$ cat src/logic/prst_pkg.sv
// shared constants and types for the processor reset interface
package prst_pkg;
    // last-reset-type field encodings
    localparam logic [1:0] PRST_TYPE_NONE = 2'h0;
    localparam logic [1:0] PRST_TYPE_CORE = 2'h1;
    localparam logic [1:0] PRST_TYPE_CHIP = 2'h2;
    localparam logic [1:0] PRST_TYPE_SYS = 2'h3;
    // minimum reset input hold, in processor clock cycles
    localparam int PRST_MIN_HOLD = 8;
    // power-up hold of all reset inputs
    localparam int PRST_POR_HOLD = 16;
    // request stays up this many cycles after its input is seen
    localparam int PRST_REQ_TAIL = 2;
    localparam int PRST_CNT_W = 8;
    typedef enum logic [1:0] {
        PRST_IDLE,
        PRST_DRIVE,
        PRST_WAIT
    } prst_gen_state_t;
endpackage

$ cat src/logic/prst_if.sv
// link between the processor reset end and the external reset generator
`timescale 1ns/10ps
`default_nettype none
interface prst_if;
    logic core_reset_in;
    logic chip_reset_in;
    logic system_reset_in;
    logic test_reset_n_in;
    logic core_reset_request;
    logic chip_reset_request;
    logic system_reset_request;
    modport proc (
        input core_reset_in, chip_reset_in, system_reset_in, test_reset_n_in,
        output core_reset_request, chip_reset_request, system_reset_request
    );
    modport gen (
        output core_reset_in, chip_reset_in, system_reset_in, test_reset_n_in,
        input core_reset_request, chip_reset_request, system_reset_request
    );
endinterface
`default_nettype wire

$ cat src/logic/prst_proc.sv
// processor-side reset interface: requests, reset decode, last-reset record
// Function
// - distinguish core, chip and system resets
// - core reset clears only processor block units
// - reset halts execution, discards state immediately
// - requests alone never reset anything
// - external inputs synchronous to processor clock
// - external inputs held at least eight cycles
// - only core, core+chip, core+chip+system combinations
// - record type 01 core, 10 chip, 11 system
// - no inputs active keeps recorded type
// - power-up asserts all inputs sixteen cycles, type 11
// - core input resets whole processor block
// - chip input only marks type
// - system input marks type, resets jtag unit
// - test reset input resets jtag test logic
// - core request holds until two cycles after input
// - debug field 01 raises core request
// - watchdog action 01 plus timeout raises core request
// - generator may support fewer reset kinds
// - value 10 raises chip request, same tail
// - value 11 raises system request, same tail
// - test reset input is active low
`timescale 1ns/10ps
`default_nettype none
module prst_proc
    import prst_pkg::*;
#(
    parameter int POR_HOLD = PRST_POR_HOLD
) (
    // clock and power-up reset
    input wire logic clk,
    input wire logic rst_b,
    // link to external generator
    prst_if.proc lnk,
    // debug reset field write, one-cycle strobe
    input wire logic debug_reset_wr,
    input wire logic [1:0] debug_reset_field,
    // watchdog
    input wire logic [1:0] watchdog_reset_action_field,
    input wire logic watchdog_reset_event,
    // effects inside the processor block
    output logic core_logic_reset,
    output logic jtag_unit_reset,
    output logic jtag_test_reset,
    output logic [1:0] last_reset_type_field
);
    // the power-up counter is PRST_CNT_W wide, so longer holds would wrap
    if (POR_HOLD < PRST_POR_HOLD || POR_HOLD > (2 ** PRST_CNT_W) - 1) begin : g_bad_por_hold
        $error("prst_proc: POR_HOLD out of range");
    end

    // one request channel: idle, asking, or draining the tail after its input
    typedef enum logic [1:0] {
        PRST_CH_IDLE,
        PRST_CH_ASK,
        PRST_CH_DRAIN
    } prst_ch_state_t;

    logic [PRST_CNT_W-1:0] por_cnt;
    logic por_active;
    logic [2:0] req;
    logic [1:0] tail [3];
    prst_ch_state_t ch [3];
    prst_ch_state_t next_ch [3];
    logic [1:0] next_tail [3];

    // power-up logic forces all four inputs, user cannot change it
    wire core_eff = lnk.core_reset_in | por_active;
    wire chip_eff = lnk.chip_reset_in | por_active;
    wire sys_eff = lnk.system_reset_in | por_active;
    wire tst_eff = ~lnk.test_reset_n_in | por_active;
    wire [2:0] in_eff = {sys_eff, chip_eff, core_eff};

    // type decode: system over chip over core
    wire [1:0] type_now = sys_eff ? PRST_TYPE_SYS : chip_eff ? PRST_TYPE_CHIP :
                          core_eff ? PRST_TYPE_CORE : PRST_TYPE_NONE;

    // request trigger by selected value, index 0 core 1 chip 2 system
    // every input is an argument so the decode follows the strobes
    function automatic logic hit(input logic wr, input logic [1:0] field, input logic ev,
                                 input logic [1:0] action, input logic [1:0] want);
        hit = (wr && field == want) || (ev && action == want);
    endfunction
    wire [2:0] trig = {
        hit(debug_reset_wr, debug_reset_field, watchdog_reset_event, watchdog_reset_action_field, PRST_TYPE_SYS),
        hit(debug_reset_wr, debug_reset_field, watchdog_reset_event, watchdog_reset_action_field, PRST_TYPE_CHIP),
        hit(debug_reset_wr, debug_reset_field, watchdog_reset_event, watchdog_reset_action_field, PRST_TYPE_CORE)
    };

    // a trigger while the channel is busy is ignored
    function automatic prst_ch_state_t ch_step(input prst_ch_state_t cur, input logic start,
                                               input logic seen, input logic [1:0] left);
        ch_step = cur;
        case (cur)
            PRST_CH_IDLE: begin
                if (start) begin
                    ch_step = PRST_CH_ASK;
                end
            end
            PRST_CH_ASK: begin
                if (seen) begin
                    ch_step = PRST_CH_DRAIN;
                end
            end
            PRST_CH_DRAIN: begin
                if (left == 2'h0) begin
                    ch_step = PRST_CH_IDLE;
                end
            end
            default: ch_step = PRST_CH_IDLE;
        endcase
    endfunction

    // cycles still to wait once the input has been seen
    function automatic logic [1:0] tail_step(input prst_ch_state_t cur, input logic seen,
                                             input logic [1:0] left);
        tail_step = left;
        if (cur == PRST_CH_ASK && seen) begin
            tail_step = 2'(PRST_REQ_TAIL - 1);
        end else if (cur == PRST_CH_DRAIN && left != 2'h0) begin
            tail_step = left - 1'b1;
        end
    endfunction

    // hold cannot be shortened from outside, only lengthened by parameter
    always_ff @(posedge clk) begin
        if (!rst_b) begin
            por_cnt <= '0;
            por_active <= 1'b1;
        end else if (por_active) begin
            por_cnt <= por_cnt + 1'b1;
            if (por_cnt == PRST_CNT_W'(POR_HOLD - 1)) begin
                por_active <= 1'b0;
            end
        end
    end

    // each request stays up until two cycles after its input
    assign next_ch[0] = ch_step(ch[0], trig[0], in_eff[0], tail[0]);
    assign next_ch[1] = ch_step(ch[1], trig[1], in_eff[1], tail[1]);
    assign next_ch[2] = ch_step(ch[2], trig[2], in_eff[2], tail[2]);
    assign next_tail[0] = tail_step(ch[0], in_eff[0], tail[0]);
    assign next_tail[1] = tail_step(ch[1], in_eff[1], tail[1]);
    assign next_tail[2] = tail_step(ch[2], in_eff[2], tail[2]);

    // requests drive only outputs, never the block's own reset
    always_ff @(posedge clk) begin
        if (!rst_b) begin
            ch[0] <= PRST_CH_IDLE;
            tail[0] <= 2'h0;
            req[0] <= 1'b0;
        end else begin
            ch[0] <= next_ch[0];
            tail[0] <= next_tail[0];
            req[0] <= (next_ch[0] != PRST_CH_IDLE);
        end
    end

    // chip request channel
    always_ff @(posedge clk) begin
        if (!rst_b) begin
            ch[1] <= PRST_CH_IDLE;
            tail[1] <= 2'h0;
            req[1] <= 1'b0;
        end else begin
            ch[1] <= next_ch[1];
            tail[1] <= next_tail[1];
            req[1] <= (next_ch[1] != PRST_CH_IDLE);
        end
    end

    // system request channel
    always_ff @(posedge clk) begin
        if (!rst_b) begin
            ch[2] <= PRST_CH_IDLE;
            tail[2] <= 2'h0;
            req[2] <= 1'b0;
        end else begin
            ch[2] <= next_ch[2];
            tail[2] <= next_tail[2];
            req[2] <= (next_ch[2] != PRST_CH_IDLE);
        end
    end

    always_ff @(posedge clk) begin
        if (!rst_b) begin
            core_logic_reset <= 1'b1;
            jtag_unit_reset <= 1'b1;
            jtag_test_reset <= 1'b1;
            last_reset_type_field <= PRST_TYPE_NONE;
        end else begin
            // core input alone resets the block; chip input adds nothing
            core_logic_reset <= core_eff;
            jtag_unit_reset <= sys_eff;
            jtag_test_reset <= tst_eff;
            // power-up records as system since all inputs are forced
            if (type_now != PRST_TYPE_NONE) begin
                last_reset_type_field <= type_now;
            end
            // all inputs inactive keeps the old value
        end
    end

    assign lnk.core_reset_request = req[0];
    assign lnk.chip_reset_request = req[1];
    assign lnk.system_reset_request = req[2];
endmodule
`default_nettype wire

$ cat src/flat_wrapper.sv
// flat-port wrapper written by rule: the top's interface ports become plain ports
module prst_proc_flat import prst_pkg::*;
#(
    parameter int POR_HOLD = PRST_POR_HOLD
)
  (clk, rst_b, debug_reset_wr, debug_reset_field, watchdog_reset_action_field, watchdog_reset_event, core_logic_reset, jtag_unit_reset, jtag_test_reset, last_reset_type_field, lnk_core_reset_in, lnk_chip_reset_in, lnk_system_reset_in, lnk_test_reset_n_in, lnk_core_reset_request, lnk_chip_reset_request, lnk_system_reset_request);
  prst_if lnk_i ();
  input wire logic clk;
  input wire logic rst_b;
  input wire logic debug_reset_wr;
  input wire logic [1:0] debug_reset_field;
  input wire logic [1:0] watchdog_reset_action_field;
  input wire logic watchdog_reset_event;
  output logic core_logic_reset;
  output logic jtag_unit_reset;
  output logic jtag_test_reset;
  output logic [1:0] last_reset_type_field;
  input wire logic [$bits(lnk_i.core_reset_in)-1:0] lnk_core_reset_in;
  input wire logic [$bits(lnk_i.chip_reset_in)-1:0] lnk_chip_reset_in;
  input wire logic [$bits(lnk_i.system_reset_in)-1:0] lnk_system_reset_in;
  input wire logic [$bits(lnk_i.test_reset_n_in)-1:0] lnk_test_reset_n_in;
  output wire logic [$bits(lnk_i.core_reset_request)-1:0] lnk_core_reset_request;
  output wire logic [$bits(lnk_i.chip_reset_request)-1:0] lnk_chip_reset_request;
  output wire logic [$bits(lnk_i.system_reset_request)-1:0] lnk_system_reset_request;
  assign lnk_i.core_reset_in = lnk_core_reset_in;
  assign lnk_i.chip_reset_in = lnk_chip_reset_in;
  assign lnk_i.system_reset_in = lnk_system_reset_in;
  assign lnk_i.test_reset_n_in = lnk_test_reset_n_in;
  assign lnk_core_reset_request = lnk_i.core_reset_request;
  assign lnk_chip_reset_request = lnk_i.chip_reset_request;
  assign lnk_system_reset_request = lnk_i.system_reset_request;
  prst_proc #(.POR_HOLD(POR_HOLD)) u_core (.clk(clk), .rst_b(rst_b), .lnk(lnk_i), .debug_reset_wr(debug_reset_wr), .debug_reset_field(debug_reset_field), .watchdog_reset_action_field(watchdog_reset_action_field), .watchdog_reset_event(watchdog_reset_event), .core_logic_reset(core_logic_reset), .jtag_unit_reset(jtag_unit_reset), .jtag_test_reset(jtag_test_reset), .last_reset_type_field(last_reset_type_field));
endmodule
$ cat config.mk
export PLATFORM = sky130hd
export DESIGN_NAME = prst_proc_flat
export DESIGN_NICKNAME = d
export VERILOG_FILES = /design/src/logic/prst_pkg.sv /design/src/logic/prst_if.sv /design/src/logic/prst_proc.sv /design/src/flat_wrapper.sv
export SDC_FILE = /design/constraint.sdc
export NUM_CORES = 1
export LEC_CHECK = 0
export BUFFER_PORTS_ARGS = -buffer_cell sky130_fd_sc_hd__buf_2
export CAP_MARGIN = 20
export CORE_ASPECT_RATIO = 1.75
export CORE_MARGIN = 2
export CORE_UTILIZATION = 49
export CTS_CLUSTER_SIZE = 24
export DETAILED_ROUTE_END_ITERATION = 12
export GPL_TIMING_DRIVEN = 0
export PLACE_DENSITY_LB_ADDON = 0.2
export SLEW_MARGIN = 0
export SYNTH_ARGS = -nofsm -noshare
export SYNTH_HDL_FRONTEND = slang
export SYNTH_SLANG_ARGS = --single-unit
$ cat constraint.sdc
create_clock -name clk -period 1.25 [get_ports clk]
set_input_delay 0.125 -clock clk [delete_from_list [all_inputs] [get_ports clk]]
set_output_delay 0.125 -clock clk [all_outputs]
set_load 0.01 [all_outputs]
* Word level (Yosys, flattened, before mapping)
Memory sizes are Yosys's and may differ from the RTL's.
Cells that the tools add are included.
** Word-level totals
- Flip-flop bits (word level) :: 17
- RAM bits :: 12
- Input bits :: 12
- Output and inout port bits :: 8
- Logic and storage cells :: 98
- Memories kept :: 2
** Cells by class
- Add/sub/neg operators :: 4
- Equality and inequality tests :: 13
- Muxes and demuxes :: 31
- Bitwise gates (word level) :: 11
- Reduce and logical (&&, ||, !) cells :: 28
** Memory list
- u_core.ch :: depth 3, width 2, rd ports 3, clocked after Yosys merged registers in 0, write ports 3, line prst_proc.sv:64 : prst_ch_state_t ch [3];
- u_core.tail :: depth 3, width 2, rd ports 3, clocked after Yosys merged registers in 0, write ports 3, line prst_proc.sv:63 : logic [1:0] tail [3];
** Operator list (count)
- two-way mux 2 bit :: 23
- one-hot mux 2 bit (3 select lines) :: 3
- equality test 2 bit, second input constant :: 7
- nonzero test 2 bit :: 7
- logical AND 1 bit :: 12
- logical NOT 2 bit :: 6
- equality test 2 x 1 -> 1 bit, second input constant :: 5
- bitwise OR 1 bit :: 10
- adder 8 x 1 -> 8 bit, second input constant :: 1
- equality test 8 x 4 -> 1 bit, second input constant :: 1
- subtractor 2 x 1 -> 2 bit, second input constant :: 3
- two-way mux 1 bit :: 5
- logical OR 1 bit :: 3
- NOT 1 bit :: 1

* Logic depth before layout (Yosys ltp)
Gate-level depths: netlist of run 1.
- Depth in word-level cells :: 6
- Depth in mapped cells :: 5
- Gate-level depth less buffers :: 5

* Worst setup path after synthesis of run 1
No wires, ideal clock.
- Path kind :: flip-flop to flip-flop
- Start point :: reg u_core.por_cnt[4]
- End point :: reg u_core.por_active
- Arrival time :: 1070 ps
- Required time :: 1123 ps
- Path slack :: 53 ps
- Cell stages (with the launch flop) :: 4
- Buffers on the path :: 0
- Clock period less this slack :: 1197 ps
- Cell sequence :: dfxtp_1 or4b_1 o31ai_2 nand2_1
** Between the ends
- Cells in the longest elaborated chain, start to end :: 3
** Ends and longest elaborated chain
- start, declared :: line prst_proc.sv:60 : logic [PRST_CNT_W-1:0] por_cnt;
- start signal, assigned :: line prst_proc.sv:132 : por_cnt <= por_cnt + 1'b1;
- equality test 8 x 4 -> 1 bit :: line prst_proc.sv:133 : if (por_cnt == PRST_CNT_W'(POR_HOLD - 1)) begin
- two-way mux 1 bit :: line prst_proc.sv:133
- two-way mux 1 bit :: line prst_proc.sv:131 : end else if (por_active) begin
- end signal, assigned :: line prst_proc.sv:130 : por_active <= 1'b1;
- end signal, assigned :: line prst_proc.sv:134 : por_active <= 1'b0;
- end, declared :: line prst_proc.sv:61 : logic por_active;
Every way passes these cells.
A chain may end at the register's enable or synchronous reset.

* Worst setup path in the final report of run 1
- Start point :: reg u_core.por_cnt[6]
- End point :: reg u_core.por_active
The elaborated chain is that of the path after synthesis.

==> metrics, run 1 <==
run status finished, violations left; failing checks negative setup slack; hold crit path type in2reg; I/O Buffers 19; pin count of the biggest net entering global routing 11; fmax 779.8 MHz; slew of the pin with the lowest slew margin 482.4 ps; width of the chip 42.54 um; core area 2492 sq um; total grt overflow 0; fillcell total 223; initial drt markers 20; Post-DRT Antenna Nets 0; Initial Utilization 0.5110; main combinational cell family by area after synthesis simple AND/OR/NAND/NOR gates; initial antenna violation count 0; maximum fanout count along the critical path 4; Routability Congestion 0.7959; Placed Area 1401 sq um; register area share after synthesis 0.4558; crit end category register; CTS Buffer Depth 2; number of synthesized flops with an enable pin 0; Hold-fix buffers, CTS 0; Max-Cap Viols 0; I/O pins 20; Max transition margin 0.6784; nets 184; total CTS buffers 5; Crit Path Category reg2reg; final instance area 1612 sq um; Worst EP required 1410 ps; H-tree levels 2; WL/cell 14.16 um; mux contribution to synthesized area 0.03143; Place WS -72.26 ps; die height 71.45 um; Synth top area share 0.4558; Crit. Startpoint u_core.por_cnt[6]$_SDFFE_PN0P_; Synth Area in Adders 0.03929; fin crit period 1282 ps; Sink Count 29; Routed WL 2762 um; FF+latch count, synth 29; drt pass-1 iters 4; Layout area overhead 26.52%; vias in the first global route 1075; R2R Path Start u_core.por_cnt[6]$_SDFFE_PN0P_; xor/xnor share of the synthesized area 0.02750; largest cells by area after synthesis dfxtp_1, nor2_1, ha_1, o21ai_0, a21oi_1; Final Hold Fails 0; CP Cell Sequence or4b_4, o31ai_4, nand2_1; syn_nets 155; vias per std cell ~5.7; Crit-path slowest cell or4b_4; ys flop type dfxtp_1; share of post-route cells with drive strength above 1 0.3491; clock root buffer clkbuf_8; PwrDens 1248 nW/um^2; Slew Viols, Final 0; Remaining DRCs 0; post-synthesis cell count 139; first-pass GRT wire length 4416 um; setup violators final 1; HPWL Detailed approximately 1800 um; # diodes 0; worst skew pair latency 290 ps; Arr. time, crit path between 1000 and 1500 ps; leading area contributor after synthesis dfxtp_1; fin crit share 1.026; CP max stage delay 540 ps; Rows 24; Synth Cell Area 1274 sq um; Worst Setup Slack, final -32.35 ps; GRT Util Overall 0.1944; distinct cell type count after synthesis 36; unrepaired setup endpoints after global routing true; Synth Area in Compound Gates 0.1974; post-synthesis async set-or-reset flop share 0; crit start category register; hold wc startpoint lnk_test_reset_n_in; CTS tree yes; clk_skew 6.720 ps; maximum VDD drop 0.7914 mV; Syn Area/Cell 9.163 sq um; Clock transition at path regs 60 ps; leakage power 0.6312 nW; die area 3039 sq um; synth warn 0; Post-Synth Simple-Gate Area 0.2063; total number of vias around 1.1k
## Yosys cell counts, drive strengths merged (2+ instances only)
cell,count
nand4,4
nor2,14
xor2,3
ha,4
dfxtp,29
nand3,3
inv,9
a211oi,3
o21ai,12
mux2i,4
and2,3
a21oi,9
o21ba,3
o21bai,4
nand3b,2
nand2,5
buf,3
and3b,3
nor2b,4
or3,4
nor3b,3
## metal layers
metal | vias up | part of all wire | global-route usage
met3 | 9 | 0.040 | 0.05542
li1 | 550 | - | -
met4 | 0 | 0.028 | 0.1319
met1 | 523 | 0.39 | 0.1920
met5 | - | 0 | 0
met2 | 24 | 0.54 | 0.3402
## worst max-delay path, delay by kind of cell (launching register included)
kind | cells | cell delay (ps)
simple gates | 2 | 610
flops | 1 | 330
compound gates | 1 | 220
## state kept, by name (all words and copies together) (netlist names)
signal / cells
u_core.por_cnt: 8
u_core.ch: 6
u_core.tail: 6
u_core.last_reset_type_field: 2
u_core.core_logic_reset: 1
u_core.jtag_test_reset: 1
u_core.jtag_unit_reset: 1
u_core.lnk.chip_reset_request: 1
u_core.lnk.core_reset_request: 1
u_core.lnk.system_reset_request: 1
u_core.por_active: 1
## worst paths after layout
path / depth (start not counted) / slack, ps / end
hold reg to reg: 2 / 510 / u_core.por_cnt[6]$_SDFFE_PN0P_
setup reg to reg: 3 / -30 / u_core.por_active$_SDFF_PN1_
setup / recovery: 3 / -30 / u_core.por_active$_SDFF_PN1_
hold / removal: 2 / 30 / u_core.jtag_test_reset$_SDFF_PN1_
## logic make-up after synthesis
group	Yosys count
XOR/XNOR	4
buffers and inverters	13
flip-flops	29
AND/OR/NAND/NOR	47
adder cells (fa/ha/maj)	4
AO/OA/AOI/OAI	38
multiplexers	4
## where the power goes
group	internal (mW)	leakage (nW)	switching, mW	total, mW
Sequential	0.977	0.241	0.0501	1.03
Combinational	0.118	0.345	0.124	0.242
Clock	0.384	0.0450	0.358	0.743
Total	1.48	0.631	0.533	2.01
## per-stage QoR
| step | setup TNS [ps] | util | instances | power, mW | hold WS (ps) |
|---|---|---|---|---|---|
| 6_report | -32.35 | 0.6466 | 195 | 2.011 | 30.60 |
| 5_1_grt | -181.7 | 0.6466 | 195 | 2.108 | 25.99 |
| 4_1_cts | 0 | 0.6044 | 192 | 2.009 | 26.82 |
| 3_5_place_dp | -472.8 | 0.5622 | 184 | 1.247 | 324.0 |
| 3_3_place_gp | -163.4 | 0.5622 | 184 | 1.234 | 318.0 |
| 2_1_floorplan | 0 | - | 139 | 1.166 | 211.4 |
## cell usage in the layout (no fill, tap or decap), types with 2 or more instances in the layout
cell type	count
buf_4	4
inv_1	9
a211oi_2	3
and2_1	3
nor2_1	14
nand2_1	4
buf_2	19
xor2_1	3
nand4_1	4
a21oi_1	8
clkbuf_1	2
clkbuf_8	5
dfxtp_1	20
o21bai_1	2
and3b_1	3
o21ba_2	3
nand3_1	3
nor2b_1	4
ha_2	2
o21ai_0	8
o21ai_1	3
clkinv_2	2
or3_1	4
nor3b_2	2
nand3b_1	2
mux2i_1	4
dfxtp_2	8
## final cells by class
type,count,area (sq um),share of cell area
buffer,4,22.52,0.01398
clock buffer,6,72.57,0.04503
clock inverter,2,10.01,0.006211
inverter,9,33.78,0.02096
multi-input combinational,97,728.2,0.4519
sequential,29,594.3,0.3688
tap,26,32.53,0.02019
timing repair buffer,22,117.6,0.07298
## repair_timing
item | in CTS | in global routing
endpoints found under the setup margin | 11 | 14
gates resized for setup | 8 | 23
gates cloned | 0 | 0
buffers inserted | 0 | 3
pin swaps | 1 | 9
Power figures use the tool's default switching activity.
==> inputs of run 2 (changes only) <==
Settings changed: CORE_ASPECT_RATIO 1.75 to unset.
==> run 2 against run 1 <==
First-iteration DRC count is 25% lower. Critical path type unchanged. Cell area up 1.9%. Critical path depth unchanged. Combinational power barely moved. Core utilization rose by 1.7 points. The run now ends clean. Fmax grew 2.8%.
==> metrics, run 2 (synthesized netlist as in run 1, its figures left out) <==
run status finished clean; Sink Count 29 (unchanged); hold path depth 3 (+1); Crit Path Category reg2reg; PwrDens 1266 nW/um^2 (+1.4%); initial drt markers 15 (-25%); CTS Buffer Depth 2 (unchanged); pin count of the biggest net entering global routing 11 (unchanged); R2R depth 3 (unchanged); Place WS -62.35 ps (+9.909 ps); # diodes 0 (unchanged); clk_skew 5.035 ps (-1.685 ps); first-pass GRT wire length 3774 um (-15%); total grt overflow 0 (unchanged); final cell count without fillers 200 (+2.6%); fmax 801.8 MHz (+2.8%); Placed Instances 188 (+2.2%); commonest non-fill, non-tap cell in the layout dfxtp_1; CTS tree yes; Initial Utilization 0.5141 (+0.003097); width of the chip 54.99 um (+29%); die area 3023 sq um (-0.52%); Routability Congestion 0.7500 (-5.8%); slew of the pin with the lowest slew margin 503.8 ps (+21.42 ps); maximum VDD drop 0.8982 mV (+14%); I/O Buffers 19 (unchanged); Max-Cap Viols 0 (unchanged); fin crit period 1247 ps (-35.16 ps); vias per std cell 5.295 (-6.6%); setup violators final 0 (-1); H-tree levels 2 (unchanged); nets 185 (+0.54%); Biggest register u_core.por_cnt; initial antenna violation count 0 (unchanged); reg-to-reg setup timing slack 3 ps (+40 ps); crit start category register; Worst EP required 1460 ps (+50 ps); leakage power 0.6353 nW (+0.65%); Layout area overhead 28.98%; clock root buffer clkbuf_4; Worst Setup Slack, final 2.810 ps (+35.16 ps); I/O pins 20 (unchanged); most frequent cells in the layout dfxtp_1, buf_2, nor2_1; Power, Total 2.080 mW (+3.4%); Routed WL 2575 um (-6.8%); hold crit path type in2reg; Arr. time, crit path 1450 ps (about the same); Post-DRT Antenna Nets 0 (unchanged); fin crit share 0.9978 (-0.02813); core area 2477 sq um (-0.60%); drt pass-1 iters 4 (unchanged); Max transition margin 0.6641 (-0.01428); worst hold path endpoint u_core.jtag_unit_reset$_SDFF_PN1_; max reg flops 8 (unchanged); hold wc startpoint lnk_system_reset_in; Final Hold Fails 0 (unchanged); Setup TNS 0 ps (+32.35 ps); Clock transition at path regs 90 ps (+30 ps); share of post-route cells with drive strength above 1 0.3529 (+0.003829); WL/cell 12.88 um (-9.1%); die height 54.99 um (-23%); R2R Path Start u_core.por_cnt[4]$_SDFFE_PN0P_; Rows 18 (-25%); vias in the first global route 904 (-16%); maximum fanout count along the critical path 3 (-1); total number of vias 1059 (-4.2%); Largest regs u_core.por_cnt: 8 flops, u_core.ch: 6 flops, u_core.tail: 6 flops; crit end category register; fillcell total 215 (-3.6%); r2r endpoint u_core.por_active$_SDFF_PN1_; GRT Util Overall 0.1810 (-0.01331); Slew Viols, Final 0 (unchanged); Remaining DRCs 0 (unchanged); unrepaired setup endpoints after global routing true; HPWL Detailed 1743 um (-5.5%); total CTS buffers 5 (unchanged); worst skew pair latency 330 ps (+40 ps)
-- run 2: per-layer routing --
| metal | GRT usage | share of wire | vias to the layer above |
|---|---|---|---|
| met5 | 0 | 0 | - |
| met4 | 0.1098 | 0.023 | 0 |
| met3 | 0.05108 | 0.040 | 8 |
| met2 | 0.3036 | 0.48 | 19 |
| met1 | 0.2023 | 0.46 | 478 |
| li1 | - | - | 554 |
-- run 2: power breakdown --
group / internal [mW] / switching (mW) / leakage [nW] / total [mW]
Sequential: 0.975 / 0.0517 / 0.241 / 1.03
Clock: 0.477 / 0.332 / 0.0455 / 0.809
Combinational: 0.122 / 0.122 / 0.349 / 0.244
-- run 2: repair_timing --
item,in CTS,in global routing
hold buffers,1,0
setup buffers,0,3
hold endpoints to repair,1,0
resized for setup,7,25
pin swaps,0,5
endpoints found under the setup margin,11,15
-- run 2: worst max-delay path: stages, from the launching register on --
cell	delay (ps)
dfxtp_2	340
or4b_1	530
o31ai_2	190
nand2_1	70
-- run 2: through the flow --
step,utilization,hold WS [ps],area [sq um]
floorplan,-,211.4,1274
global placement,0.5677,317.9,1406
detailed placement,0.5677,321.5,1406
CTS,0.6157,46.52,1525
global route,0.6631,84.15,1643
finish,0.6631,69.23,1643
-- run 2: worst max path at each step --
stage / to / slack (ps) / startpoint / cells past startpoint
after floorplan: u_core.por_active$_SDFF_PN1_ / 50 / u_core.por_cnt[4]$_SDFFE_PN0P_ / 3
after global placement: u_core.lnk.core_reset_request$_SDFF_PN0_ / -40 / u_core.tail[0][0]$_SDFFE_PN0P_ / 5
after detailed placement: u_core.lnk.core_reset_request$_SDFF_PN0_ / -60 / u_core.tail[0][0]$_SDFFE_PN0P_ / 5
after CTS: u_core.lnk.core_reset_request$_SDFF_PN0_ / 0.2 / u_core.tail[0][0]$_SDFFE_PN0P_ / 5
after global routing: u_core.por_active$_SDFF_PN1_ / -80 / u_core.por_cnt[4]$_SDFFE_PN0P_ / 3
final: u_core.por_active$_SDFF_PN1_ / 3 / u_core.por_cnt[4]$_SDFFE_PN0P_ / 3
-- run 2: final cells by class --
class,count,area [sq um],area share
Multi-Input combinational cell,97,739.5,0.4501
Clock inverter,1,30.03,0.01828
Timing Repair Buffer,23,127.6,0.07768
Inverter,9,33.78,0.02056
Tap cell,30,37.54,0.02285
Clock buffer,7,55.05,0.03351
Buffer,4,23.77,0.01447
Sequential cell,29,595.6,0.3625
